<file path="src/core/spiatn_pkg.sv">
package spiatn_pkg;
  // ==========================================================
  // link timing
  // ==========================================================
  // highest serial clock rate, in kb/s
  localparam int SPIATN_MAX_RATE_KBPS = 3500;
  // core clock rate, in kHz
  localparam int SPIATN_CORE_KHZ = 100000;
  // core cycles per half serial clock period, least time rounds up
  localparam int SPIATN_HALF_CYCLES =
    (SPIATN_CORE_KHZ + 2 * SPIATN_MAX_RATE_KBPS - 1) / (2 * SPIATN_MAX_RATE_KBPS);
  // ==========================================================
  // byte framing
  // ==========================================================
  localparam int SPIATN_BYTE_BITS = 8;
  localparam logic [2:0] SPIATN_LAST_BIT = 3'h7;
  localparam logic [2:0] SPIATN_FIRST_BIT = 3'h0;
  localparam logic [7:0] SPIATN_IDLE_BYTE = 8'hff;
  // packet start marker; the link carries it like any other byte
  localparam logic [7:0] SPIATN_FRAME_START = 8'h7e;
endpackage : spiatn_pkg

</file>
<file path="src/core/spiatn_if.sv">
`timescale 1ns/100ps
`default_nettype none
// ============================================================
// four-wire serial link plus attention line
// ============================================================
interface spiatn_if;
  logic sclk;        // serial clock, master driven
  logic sel_n;       // slave select, active low
  logic mosi;        // master out, slave in
  logic miso_o;      // slave data out value
  logic miso_oe_n;   // slave data enable, low while driving
  logic host_attention_n; // attention, always driven by slave
  wire miso;         // resolved shared line
  assign miso = miso_oe_n ? 1'b1 : miso_o; // pull-up when released
  modport slave (input sclk, sel_n, mosi, output miso_o, miso_oe_n, host_attention_n);
  modport master (output sclk, sel_n, mosi, input miso, host_attention_n);
endinterface : spiatn_if
`default_nettype wire

</file>
<file path="src/core/spiatn_slave.sv">
`timescale 1ns/100ps
`default_nettype none
module spiatn_slave
  import spiatn_pkg::*;
#(
  parameter int BW = SPIATN_BYTE_BITS
) (
  input wire logic i_core_clk,
  input wire logic i_reset_n,
  spiatn_if.slave link,
  input wire logic [BW-1:0] i_tx_data,  // outbound byte
  input wire logic i_tx_valid,
  output logic o_tx_ready,
  output logic [BW-1:0] o_rx_data,      // inbound byte
  output logic o_rx_valid,
  input wire logic i_rx_ready
);
  // ==========================================================
  // operation notes
  // ==========================================================
  // the master owns both the serial clock and the select; this end
  // only watches them, so a byte moves only when the master runs it
  //
  // transmit path:
  //   user bytes enter a two-slot buffer, so the producer can queue
  //   the next byte while the current one is on the wire
  //   while deselected the shift register keeps reloading from the
  //   head of the buffer, or from the idle byte when it is empty
  //   a flag records whether the shift register holds a real byte;
  //   only such a byte leaves the buffer at the end of its frame
  //   a byte pushed after select fell therefore waits for the next
  //   frame instead of being popped unsent
  //
  // receive path:
  //   every eighth sampled rise completes one inbound byte, which
  //   stays valid until the user accepts it; a newer byte overwrites
  //   an unread one, so a slow user loses data, not framing
  //
  // attention:
  //   low as long as the buffer or the shift register holds a real
  //   byte; it returns high on the rise that takes the last bit, so
  //   the master never fetches a byte that is not there
  //
  // line release:
  //   the data out enable follows select one core cycle late; the
  //   master samples its first bit half a serial period after select
  //   falls, which leaves ample margin for that lag
  //
  // cut frames:
  //   a deselect in mid-byte clears the bit count and reloads the
  //   head byte, so the cut byte is sent again in the next frame
  //
  // limitation: pins are taken as synchronous to the core clock, so
  // a master running from another clock needs its own synchroniser
  // ==========================================================
  // pin sampling
  // ==========================================================
  // link pins are taken as synchronous; one stage gives edge history
  logic sclk_q;
  wire logic rise = link.sclk & ~sclk_q & ~link.sel_n;
  wire logic fall = ~link.sclk & sclk_q & ~link.sel_n;
  // edges come only from the master's clock; nothing here toggles it
  always_ff @(posedge i_core_clk or negedge i_reset_n)
  begin
    if (!i_reset_n)
    begin
      sclk_q <= 1'b0;
    end
    else
    begin
      sclk_q <= link.sclk;
    end
  end
  // ==========================================================
  // two-entry transmit buffer
  // ==========================================================
  // two slots so the producer keeps flowing during a byte shift
  logic [BW-1:0] tbuf [2];
  logic [1:0] tcnt;      // entries held
  logic twp;             // write slot
  logic trp;             // read slot
  logic [BW-1:0] shreg;  // shift register
  logic [2:0] bitc;      // bits shifted this byte
  logic loaded;          // shift register holds a real byte
  logic [BW-1:0] rx_q;
  logic rx_v;
  wire logic t_push = i_tx_valid & o_tx_ready;
  wire logic byte_end = rise & (bitc == SPIATN_LAST_BIT);
  // only a byte that was really on the wire leaves the buffer
  wire logic t_pop = byte_end & loaded;
  wire logic [BW-1:0] next_byte = (tcnt != 2'h0) ? tbuf[trp] : SPIATN_IDLE_BYTE;
  wire logic [1:0] next_tcnt = tcnt + {1'b0, t_push} - {1'b0, t_pop};
  // buffer bookkeeping
  always_ff @(posedge i_core_clk or negedge i_reset_n)
  begin
    if (!i_reset_n)
    begin
      tcnt <= 2'h0;
      twp <= 1'b0;
      trp <= 1'b0;
      o_tx_ready <= 1'b1;
    end
    else
    begin
      tcnt <= next_tcnt;
      twp <= twp ^ t_push;
      trp <= trp ^ t_pop;
      o_tx_ready <= (next_tcnt != 2'h2);
    end
  end
  // slot storage needs no reset
  always_ff @(posedge i_core_clk)
  begin
    if (t_push)
      tbuf[twp] <= i_tx_data;
  end
  // ==========================================================
  // shifter
  // ==========================================================
  // mode 0: sample on rise, next bit shown after that same rise
  always_ff @(posedge i_core_clk or negedge i_reset_n)
  begin
    if (!i_reset_n)
    begin
      shreg <= SPIATN_IDLE_BYTE;
      bitc <= SPIATN_FIRST_BIT;
      loaded <= 1'b0;
    end
    else if (link.sel_n)
    begin
      // deselect aborts the byte; a partly sent byte is resent
      bitc <= SPIATN_FIRST_BIT;
      shreg <= next_byte;
      loaded <= (tcnt != 2'h0);
    end
    else if (rise)
    begin
      bitc <= bitc + 3'h1;
      shreg <= {shreg[BW-2:0], link.mosi};
      if (byte_end)
        loaded <= 1'b0;
    end
    else if (fall && bitc == SPIATN_FIRST_BIT && !loaded)
    begin
      // new byte loaded at the boundary, msb onto the line
      shreg <= next_byte;
      loaded <= (tcnt != 2'h0);
    end
  end
  // receive side, one byte per eight rising edges
  always_ff @(posedge i_core_clk or negedge i_reset_n)
  begin
    if (!i_reset_n)
    begin
      rx_q <= '0;
      rx_v <= 1'b0;
    end
    else if (byte_end)
    begin
      // bytes pass through unchanged; packet framing is the user's job
      rx_q <= {shreg[BW-2:0], link.mosi};
      rx_v <= 1'b1; // a new byte wins over an accept
    end
    else if (i_rx_ready)
      rx_v <= 1'b0;
  end
  assign o_rx_data = rx_q;
  assign o_rx_valid = rx_v;
  // ==========================================================
  // pin drivers
  // ==========================================================
  logic miso_r;
  logic oe_n_r;
  logic attn_r;
  // attention stays low until buffer and shifter both drain
  always_ff @(posedge i_core_clk or negedge i_reset_n)
  begin
    if (!i_reset_n)
    begin
      miso_r <= 1'b1;
      oe_n_r <= 1'b1;
      attn_r <= 1'b1;
    end
    else
    begin
      miso_r <= shreg[BW-1];
      oe_n_r <= link.sel_n;
      attn_r <= ~((next_tcnt != 2'h0) | (loaded & ~byte_end));
    end
  end
  assign link.miso_o = miso_r;
  assign link.miso_oe_n = oe_n_r;
  assign link.host_attention_n = attn_r;
endmodule : spiatn_slave
`default_nettype wire

</file>
<file path="src/flat_wrapper.sv">
// flat-port wrapper written by rule: the top's interface ports become plain ports
module spiatn_slave_flat import spiatn_pkg::*;
#(
  parameter int BW = SPIATN_BYTE_BITS
)
  (i_core_clk, i_reset_n, i_tx_data, i_tx_valid, o_tx_ready, o_rx_data, o_rx_valid, i_rx_ready, link_sclk, link_sel_n, link_mosi, link_miso_o, link_miso_oe_n, link_host_attention_n);
  spiatn_if link_i ();
  input wire logic i_core_clk;
  input wire logic i_reset_n;
  input wire logic [BW-1:0] i_tx_data;
  input wire logic i_tx_valid;
  output logic o_tx_ready;
  output logic [BW-1:0] o_rx_data;
  output logic o_rx_valid;
  input wire logic i_rx_ready;
  input wire logic [$bits(link_i.sclk)-1:0] link_sclk;
  input wire logic [$bits(link_i.sel_n)-1:0] link_sel_n;
  input wire logic [$bits(link_i.mosi)-1:0] link_mosi;
  output wire logic [$bits(link_i.miso_o)-1:0] link_miso_o;
  output wire logic [$bits(link_i.miso_oe_n)-1:0] link_miso_oe_n;
  output wire logic [$bits(link_i.host_attention_n)-1:0] link_host_attention_n;
  assign link_i.sclk = link_sclk;
  assign link_i.sel_n = link_sel_n;
  assign link_i.mosi = link_mosi;
  assign link_miso_o = link_i.miso_o;
  assign link_miso_oe_n = link_i.miso_oe_n;
  assign link_host_attention_n = link_i.host_attention_n;
  spiatn_slave #(.BW(BW)) u_core (.i_core_clk(i_core_clk), .i_reset_n(i_reset_n), .link(link_i), .i_tx_data(i_tx_data), .i_tx_valid(i_tx_valid), .o_tx_ready(o_tx_ready), .o_rx_data(o_rx_data), .o_rx_valid(o_rx_valid), .i_rx_ready(i_rx_ready));
endmodule
</file>
<file path="config.mk">
export PLATFORM = sky130hd
export DESIGN_NAME = spiatn_slave_flat
export DESIGN_NICKNAME = d
export VERILOG_FILES = /design/src/core/spiatn_pkg.sv /design/src/core/spiatn_if.sv /design/src/core/spiatn_slave.sv /design/src/flat_wrapper.sv
export SDC_FILE = /design/constraint.sdc
export NUM_CORES = 1
export LEC_CHECK = 0
export ABC_AREA = 1
export BUFFER_PORTS_ARGS = -buffer_cell sky130_fd_sc_hd__buf_2
export CAP_MARGIN = 20
export CORE_ASPECT_RATIO = 0.75
export CORE_MARGIN = 1
export CORE_UTILIZATION = 25
export CTS_BUF_LIST = sky130_fd_sc_hd__clkbuf_4 sky130_fd_sc_hd__clkbuf_8 sky130_fd_sc_hd__clkbuf_16
export CTS_CLUSTER_DIAMETER = 60
export CTS_CLUSTER_SIZE = 14
export DETAILED_ROUTE_END_ITERATION = 10
export GPL_ROUTABILITY_DRIVEN = 0
export GPL_TIMING_DRIVEN = 0
export PLACE_DENSITY = 0.47
export SKIP_CTS_REPAIR_TIMING = 1
export SLEW_MARGIN = 5
export SYNTH_ARGS = -nofsm -noshare
export SYNTH_HDL_FRONTEND = slang
export SYNTH_SLANG_ARGS = --single-unit
</file>
<file path="constraint.sdc">
create_clock -name i_core_clk -period 2.45 [get_ports i_core_clk]
set_input_delay 0.1225 -clock i_core_clk [delete_from_list [all_inputs] [get_ports i_core_clk]]
set_output_delay 0.1225 -clock i_core_clk [all_outputs]
set_load 0.03 [all_outputs]
</file>
# Word level (Yosys, flattened, before mapping)
# Memory sizes are Yosys's and may differ from the RTL's.
# Cells that the tools add are included.
# totals
inputBits,15
latch_bits,0
out_inout_bits,13
ramBits,16
mem_bits_ro,0
reg_bits,30
mem_count,1
elab_cells,60
# op_classes
n_reduce_logical,10
shifts,0
eq_ne,3
bitwise_logic,16
order_cmp,0
n_div,0
muxes,14
n_addsub,3
n_mul,0
# memory_table
memory,depth,word_bits,read_ports,rd_clocked_by_memory_dff,wr,line,rtl
u_core.tbuf,2,8,1,0,1,spiatn_slave.sv:78,logic [BW-1:0] tbuf [2];
# ops
op,count
$mux W8,4
$and A1 B1 Y1,8
$mux W1,8
$reduce_bool A2 Y1,4
$mux W3,2
$not A1 Y1,5
$add A3 B1 Y3 const B,1
$eq A3 B3 Y1 const B,1
$logic_not A3 Y1,1
$ne A3 B3 Y1 const B,1
$reduce_bool A3 Y1,1
$add A2 B1 Y2,1
$logic_and A1 B1 Y1,2
$ne A2 B2 Y1 const B,1
$reduce_and A2 Y1,1
$sub A2 B1 Y2,1
$xor A1 B1 Y1,2
$logic_not A1 Y1,1
$or A1 B1 Y1,1

# Longest topological paths before layout
# Gate-level depths: netlist of the first run.
# logic_depth
depth_word,9
ltp_mapped,14
ltp_nobuf,14

# Worst setup path after synthesis of the first run
# Ideal clock, no wire load.
# synth_timing
path_kind,reg-to-reg
from,register u_core.bitc[0]
to,"register u_core.attn_r, in the netlist u_core.link.host_attention_n"
synth_period_minus_slack_ps,1892
arrival_time_ps,1825
n_path_buf,0
t_required_ps,2383
setup_time_ps,67
slack_ps,558
path_stages_with_launch,15
path_cell_list,dfrtp_1 > ha_1 > ha_1 > nand3_4 > nor2_2 > ha_1 > inv_1 > ha_1 > inv_1 > nand2_1 > nand2_1 > nand2_1 > nand2_1 > inv_1 > nor2_1
# synth_between
elab_chain_len,7
elab_cells_between_ends,9
classes_between,add/sub (1); eq/ne (1); bitwise (6); reduce/logical (1)
# synth_lines
item,line,rtl
from (decl),spiatn_slave.sv:83,logic [2:0] bitc;
from (signal assigned),spiatn_slave.sv:138,bitc <= bitc + 3'h1;
$eq A3 B3 Y1,spiatn_slave.sv:88,wire logic byte_end = rise & (bitc == SPIATN_LAST_BIT);
$and A1 B1 Y1,spiatn_slave.sv:88,
$and A1 B1 Y1,spiatn_slave.sv:90,wire logic t_pop = byte_end & loaded;
$sub A2 B1 Y2,spiatn_slave.sv:92,"wire logic [1:0] next_tcnt = tcnt + {1'b0, t_push} - {1'b0, t_pop};"
via u_core.next_tcnt[1],spiatn_slave.sv:92,
$reduce_bool A2 Y1,spiatn_slave.sv:188,attn_r <= ~((next_tcnt != 2'h0) | (loaded & ~byte_end));
$or A1 B1 Y1,spiatn_slave.sv:188,
$not A1 Y1,spiatn_slave.sv:188,
to (signal assigned),spiatn_slave.sv:188,
to (decl),spiatn_slave.sv:174,logic attn_r;
# The timed path passes the listed nets, and every way through them passes these cells.
# A chain may end at the register's enable or synchronous reset.

# Worst setup path after layout of the first run
# Ends and elaborated chain as after synthesis.

==> results.txt, run 1 <==
----------------------------------------------------
[Outcome]
  Status ... finished, final reports clean

[Die]
  Count of boundary I/O pins ... 28
  Floorplan row count ... 28
  Die ar. ... 8624 um2
  Standard cell core area ... 7953 um2
  Die height ... 80.68 um
  Chip width ... 106.9 um
  Initial Util ... 25.94%

[Clocking]
  Reg clk slew, reported paths ... 0.09 ns
  Worst-skew pair later-pin latency ... 0.30 ns
  H-tree levels ... 2
  CTS tree ... built
  Number of buffers between clock root and the deepest sink ... 2
  CTS root buf ... sky130_fd_sc_hd__clkbuf_8
  Number of CTS-inserted buffers ... 5
  Number of clock sinks ... 46

[STA]
  Fin. max-slew vios ... 0
  Slew at the pin closest to its max-slew limit ... 0.6880 ns
  Final min period ... 2.122 ns
  Largest clock skew in the final design ... 0.008393 ns
  Worst hold margin ... 0.01134 ns
  Fmax achieved ... 0.4712 GHz
  Relative max-transition margin ... 54.13%
  PnR worst setup slack ... 0.3276 ns
  Number of failing hold endpoints at the final stage ... 0
  Count of endpoints failing setup in the final report ... 0
  Post-route clock period utilization ... 86.63%
  Unrepaired setup endpoints after global routing ... no
  Final total negative setup slack ... 0 ns

[Route]
  Average vias per placed instance ... 4.006
  Drt pass-1 iters ... 4
  Iter 0 DRT Violations ... 28
  Overall via count from detail_route ... 1,446
  Routed length per placed instance ... 10.79 um
  DR DRC count ... 0
  Final WL ... 3896 um
  Post-route ant nets ... 0

[Synth]
  Sequential cell area fraction in the yosys report ... 60.40%
  Post-synthesis compound-gate area fraction ... 4.427%
  Syn nets ... 236
  Mapped Cells ... 214
  Post-synthesis average cell area ... 9.641 um2
  Synthesized-area fraction occupied by and/or/nand/nor cells ... 22.07%
  Number of warnings printed during yosys synthesis ... 0
  Distinct cells, synth ... 20
  Largest family of logic cells by synthesized area ... simple AND/OR/NAND/NOR gates
  Adder-cell share of the synthesized area ... 4.245%
  Register bit total from synthesis ... 46
  Xor-xnor portion of the synthesized cell area ... 0%
  Post-Syn Area ... 2063 um2
  Share of synthesized area spent on multiplexers ... 0%

[Placement]
  # port buffers ... 27
  Setup slack after placement ... 0.3207 ns
  Final HPWL DP ... 2811 um
  Number of placed instances, taps included ... 346
  Dpl cell area ... 2330 um2

[Power]
  Power per unit of standard cell area ... 842.7 nW/um2
  Final Total Pwr ... 2.114 mW
  Maximum vdd drop ... 0.0004597 V
  Static Leak ... 1.291 nW

[Global route]
  GR Overflow Total ... 0
  Maximum number of pins on one net before global-route repair ... 31
  Global-route wire length before repair ... 6679 um
  All-Layer GR Usage ... 10.39%
  Initial antenna violation count ... 0
  Vias in the first global route ... 1,402

[Hold path]
  Worst hold path class ... input port to flip-flop

[Cells and area]
  Register area ... 1246 um2
  Number of fillers in the final layout ... 838
  Share of final-layout standard cells stronger than drive strength 1 ... 26.56%
  Non-Filler Instances ... 361
  Post-synthesis to final-layout area growth ... 21.59%
  Nets ... 277
  Leading cell types in the layout, fill and taps excluded ... sky130_fd_sc_hd__nand2_1, sky130_fd_sc_hd__inv_1, sky130_fd_sc_hd__buf_2
  Fin area ... 2509 um2
  Multi-input gate area in the final layout ... 634.4 um2
  Utilization after layout ... 31.55%
  Ant diodes ... 0
  Leading cell type in the layout, fill and taps excluded ... sky130_fd_sc_hd__nand2_1

[Setup path]
  Signal arrival time at the worst endpoint ... 2.36 ns
  Largest stage delay on the critical path ... 0.42 ns
  List of cells traversed by the critical path ... ha_1 > ha_1 > nand3_4 > nor2_2 > ha_1 > inv_1 > ha_1 > inv_1 > nand2_1 > nand2_1 > nand2_1 > nand2_1 > inv_1 > nor2_1
  Element type at the critical path end ... flip-flop
  Crit Path Category ... flip-flop to flip-flop
  Crit Path Max Fanout ... 10
  Sort of element at the start of the critical path ... flip-flop
  Data required time at the worst endpoint ... 2.69 ns
  Cell with the largest stage delay on the worst path ... sky130_fd_sc_hd__dfrtp_1

[Run]
  Count of max-cap constraint violations ... 0

----------------------------------------------------
final timing paths:
kind                                                   from                                endpoint  slack [ns]  cells past startpoint
worst min register to register  u_core.shreg[7]$_DFFE_PN1P_            u_core.link.miso_o$_DFF_PN1_        0.37                      0
min in group asynchronous                         i_reset_n              u_core.bitc[0]$_DFFE_PN0P_        0.39                      2
worst max register to register   u_core.bitc[0]$_DFFE_PN0P_  u_core.link.host_attention_n$_DFF_PN1_        0.33                     14
worst min-delay path                           i_tx_data[0]             u_core.tbuf[0][0]$_DFFE_PP_        0.01                      1
max in group asynchronous                         i_reset_n               u_core.loaded$_DFFE_PN0P_        1.61                      2
worst max-delay path             u_core.bitc[0]$_DFFE_PN0P_  u_core.link.host_attention_n$_DFF_PN1_        0.33                     14
worst max-delay path: cells and delay by family, from the launching register on:
kind                     cells  cell delay [ns]
flip-flops                   1             0.42
adder cells (fa/ha/maj)      4             0.91
buffers and inverters        3             0.16
AND/OR/NAND/NOR              7             0.57
kinds of logic after synthesis:
family                     after synthesis
adders and majority gates                7
buffers and inverters                   46
AOI/OAI and AO/OA                       13
DFF                                     46
and+or+nand+nor                        102
cells in the mapped netlist:
cell / n / area, um2
sky130_fd_sc_hd__dfrtp_1: 18 / 450.4
sky130_fd_sc_hd__nor2_4: 1 / 11.26
sky130_fd_sc_hd__nand3b_4: 1 / 20.02
sky130_fd_sc_hd__buf_2: 2 / 10.01
sky130_fd_sc_hd__o21ai_0: 1 / 5.000
sky130_fd_sc_hd__nand3_1: 19 / 95.09
sky130_fd_sc_hd__inv_1: 38 / 142.6
sky130_fd_sc_hd__edfxtp_1: 16 / 480.5
sky130_fd_sc_hd__o21ai_2: 7 / 61.31
sky130_fd_sc_hd__inv_2: 5 / 18.77
sky130_fd_sc_hd__nand3b_1: 1 / 7.510
sky130_fd_sc_hd__dfstp_2: 12 / 315.3
sky130_fd_sc_hd__ha_1: 7 / 87.58
sky130_fd_sc_hd__nand2_2: 1 / 6.260
sky130_fd_sc_hd__buf_6: 1 / 11.26
sky130_fd_sc_hd__o21ai_1: 5 / 25.02
sky130_fd_sc_hd__nor2_2: 2 / 12.51
sky130_fd_sc_hd__nand3_4: 1 / 17.52
sky130_fd_sc_hd__nand2_1: 74 / 277.8
sky130_fd_sc_hd__nor2_1: 2 / 7.510
area by class of cell:
| class | instances | area share (%) |
|---|---|---|
| inverter | 43 | 6.434 |
| clock inverter | 3 | 1.596 |
| multi-input combinational | 122 | 25.29 |
| clock buffer | 5 | 2.743 |
| tap | 105 | 5.237 |
| sequential | 46 | 49.68 |
| buffer | 3 | 0.8479 |
| timing repair buffer | 34 | 8.180 |
flip-flops by register name (all words and copies together), names as in the netlist:
name,count
u_core.sclk_q,1
u_core.link.miso_o,1
u_core.o_rx_data,8
u_core.bitc,3
u_core.o_rx_valid,1
u_core.o_tx_ready,1
u_core.trp,1
u_core.link.miso_oe_n,1
u_core.tbuf,16
u_core.shreg,8
u_core.twp,1
u_core.loaded,1
u_core.link.host_attention_n,1
u_core.tcnt,2
report_power, final:
part / internal (mW) / leakage (nW) / switching (mW)
Sequential: 1.01 / 0.515 / 0.0624
Clock: 0.300 / 0.0579 / 0.259
Combinational: 0.154 / 0.719 / 0.327
Total: 1.47 / 1.29 / 0.648
routing by layer:
layer | vias to the layer above | global-route usage [%] | wire, um
li1 | 744 | - | -
met1 | 668 | 13.84 | 2002
met2 | 29 | 15.94 | 1665
met3 | 5 | 3.328 | 186
met4 | 0 | 3.288 | 42
met5 | - | 0 | 0
Power figures use the tool's default switching activity.
==> run 2: changes to the inputs <==
CORE_ASPECT_RATIO = 1.5   (was 0.75)
CORE_UTILIZATION = 40   (was 25)
PLACE_DENSITY = 0.65   (was 0.47)
==> results.txt, run 2 (synthesized netlist as in run 1, its figures left out) <==
----------------------------------------------------
[Global route]
  All-Layer GR Usage ... 13.39% (was 10.39%)
  Vias in the first global route ... 1,316 (was 1,402)
  GR Overflow Total ... 0 (unchanged)
  Initial antenna violation count ... 0 (unchanged)
  Maximum number of pins on one net before global-route repair ... 31 (unchanged)
  Global-route wire length before repair ... 5533 um (was 6679 um)

[Clocking]
  Reg clk slew, reported paths ... 0.08 ns (was 0.09 ns)
  CTS root buf ... sky130_fd_sc_hd__clkbuf_8 (unchanged)
  Number of clock sinks ... 46 (unchanged)
  H-tree levels ... 2 (unchanged)
  Worst-skew pair later-pin latency ... 0.29 ns (was 0.30 ns)
  Number of buffers between clock root and the deepest sink ... 2 (unchanged)
  Number of CTS-inserted buffers ... 5 (unchanged)
  CTS tree ... built (unchanged)

[Cells and area]
  Share of final-layout standard cells stronger than drive strength 1 ... 26.98% (was 26.56%)
  Non-Filler Instances ... 318 (was 361)
  Number of fillers in the final layout ... 483 (was 838)
  Post-synthesis to final-layout area growth ... 16.43% (was 21.59%)
  Nets ... 273 (was 277)
  Leading cell types in the layout, fill and taps excluded ... sky130_fd_sc_hd__nand2_1, sky130_fd_sc_hd__inv_1, sky130_fd_sc_hd__buf_2 (unchanged)
  Leading cell type in the layout, fill and taps excluded ... sky130_fd_sc_hd__nand2_1 (unchanged)
  Largest register by flop count ... u_core.tbuf (unchanged)
  Ant diodes ... 0 (unchanged)
  Utilization after layout ... 49.16% (was 31.55%)
  Max reg flops ... 16 (unchanged)

[Hold path]
  Source of the worst hold timing path ... link_sclk (was i_tx_data[0])
  Number of instances on the worst hold path ... 1 (unchanged)
  Worst hold path class ... input port to flip-flop (unchanged)
  Hold Path Sink ... u_core.sclk_q$_DFF_PN0_ (was u_core.tbuf[0][0]$_DFFE_PP_)

[STA]
  Fmax achieved ... 0.4772 GHz (was 0.4712 GHz)
  Unrepaired setup endpoints after global routing ... no (unchanged)
  Largest clock skew in the final design ... 0.004734 ns (was 0.008393 ns)
  Post-route clock period utilization ... 85.54% (was 86.63%)
  Worst hold margin ... 0.01549 ns (was 0.01134 ns)
  Final min period ... 2.096 ns (was 2.122 ns)
  Slew at the pin closest to its max-slew limit ... 0.6578 ns (was 0.6880 ns)
  Relative max-transition margin ... 56.15% (was 54.13%)
  Fin. max-slew vios ... 0 (unchanged)
  Count of endpoints failing setup in the final report ... 0 (unchanged)
  Number of failing hold endpoints at the final stage ... 0 (unchanged)
  Final total negative setup slack ... 0 ns (unchanged)

[Setup path]
  Element type at the critical path end ... flip-flop (unchanged)
  R2R Path End ... u_core.link.host_attention_n$_DFF_PN1_ (unchanged)
  Signal arrival time at the worst endpoint ... 2.32 ns (was 2.36 ns)
  Beginning of the worst register-to-register path ... u_core.bitc[0]$_DFFE_PN0P_ (unchanged)
  Data required time at the worst endpoint ... 2.67 ns (was 2.69 ns)
  R2R setup slack ... 0.35 ns (was 0.33 ns)
  Cells on worst reg2reg path ... 14 (unchanged)
  Sort of element at the start of the critical path ... flip-flop (unchanged)
  Crit Path Category ... flip-flop to flip-flop (unchanged)
  Crit Path Max Fanout ... 10 (unchanged)

[Power]
  Static Leak ... 1.266 nW (was 1.291 nW)
  Maximum vdd drop ... 0.0003931 V (was 0.0004597 V)
  Power per unit of standard cell area ... 831.9 nW/um2 (was 842.7 nW/um2)
  Final Total Pwr ... 1.998 mW (was 2.114 mW)

[Die]
  Standard cell core area ... 4887 um2 (was 7953 um2)
  Count of boundary I/O pins ... 28 (unchanged)
  Die ar. ... 5455 um2 (was 8624 um2)
  Die height ... 89.96 um (was 80.68 um)
  Initial Util ... 42.22% (was 25.94%)
  Floorplan row count ... 31 (was 28)
  Chip width ... 60.64 um (was 106.9 um)

[Placement]
  # port buffers ... 27 (unchanged)
  Final HPWL DP ... 2390 um (was 2811 um)
  Number of placed instances, taps included ... 307 (was 346)

[Route]
  DR DRC count ... 0 (unchanged)
  Iter 0 DRT Violations ... 45 (was 28)
  Post-route ant nets ... 0 (unchanged)
  Routed length per placed instance ... 10.02 um (was 10.79 um)
  Final WL ... 3187 um (was 3896 um)
  Drt pass-1 iters ... 4 (unchanged)
  Overall via count from detail_route ... 1,375 (was 1,446)
  Average vias per placed instance ... 4.324 (was 4.006)

[Run]
  Count of max-cap constraint violations ... 0 (unchanged)

[Outcome]
  Status ... finished, final reports clean (unchanged)

----------------------------------------------------
-- run 2: changes by cell type in the layout (fill, tap and decap cells not counted), sizes merged --
cell | before | now
clkbuf | 5 | 8
bufinv | 1 | 0
clkinv | 2 | 0
dlygate4sd3 | 7 | 3
-- run 2: worst max path at each step --
stage / cells after the start / endpoint / start
2_1_floorplan: 14 / u_core.link.host_attention_n$_DFF_PN1_ / u_core.bitc[0]$_DFFE_PN0P_
3_3_place_gp: 14 / u_core.link.host_attention_n$_DFF_PN1_ / u_core.bitc[0]$_DFFE_PN0P_
3_5_place_dp: 14 / u_core.link.host_attention_n$_DFF_PN1_ / u_core.bitc[0]$_DFFE_PN0P_
4_1_cts: 14 / u_core.link.host_attention_n$_DFF_PN1_ / u_core.bitc[0]$_DFFE_PN0P_
5_1_grt: 14 / u_core.link.host_attention_n$_DFF_PN1_ / u_core.bitc[0]$_DFFE_PN0P_
6_report: 14 / u_core.link.host_attention_n$_DFF_PN1_ / u_core.bitc[0]$_DFFE_PN0P_
-- run 2: final cells by class --
type                       count  area, um2  share of cell area (%)
multi-input combinational    122      634.4                   26.41
inverter                      43      161.4                   6.719
tap                           66      82.58                   3.438
clock buffer                   8      91.34                   3.802
sequential                    46       1246                   51.88
timing repair buffer          30      165.2                   6.875
buffer                         3      21.27                  0.8854
-- run 2: metal layers --
| metal | GRT usage (%) | part of all wire, % |
|---|---|---|
| met1 | 14.92 | 43 |
| met2 | 23.35 | 52 |
| met3 | 3.453 | 3.3 |
| met4 | 5.114 | 1.7 |
| met5 | 0 | 0 |
-- run 2: report_power, final --
| part | total, mW | internal [mW] | switching, mW |
|---|---|---|---|
| sequential | 1.07 | 1.01 | 0.0605 |
| clock | 0.465 | 0.236 | 0.229 |
| combinational | 0.461 | 0.149 | 0.312 |
-- run 2: metrics by stage --
stage          setup slack [ns]  instance area [um2]
2_1_floorplan            0.5580                 2063
3_3_place_gp             0.4108                 2281
3_5_place_dp             0.3643                 2281
4_1_cts                  0.3349                 2372
5_1_grt                  0.2122                 2402
6_report                 0.3543                 2402
-- run 2: critical path, cell delays in order, from the launching register on --
cell	delay [ns]
sky130_fd_sc_hd__dfrtp_1	0.42
sky130_fd_sc_hd__ha_1	0.22
sky130_fd_sc_hd__ha_1	0.23
sky130_fd_sc_hd__nand3_4	0.17
sky130_fd_sc_hd__nor2_2	0.06
sky130_fd_sc_hd__ha_1	0.26
sky130_fd_sc_hd__inv_1	0.04
sky130_fd_sc_hd__ha_1	0.20
sky130_fd_sc_hd__inv_1	0.05
sky130_fd_sc_hd__nand2_1	0.06
sky130_fd_sc_hd__nand2_1	0.07
sky130_fd_sc_hd__nand2_1	0.04
sky130_fd_sc_hd__nand2_1	0.05
sky130_fd_sc_hd__inv_1	0.06
sky130_fd_sc_hd__nor2_1	0.11
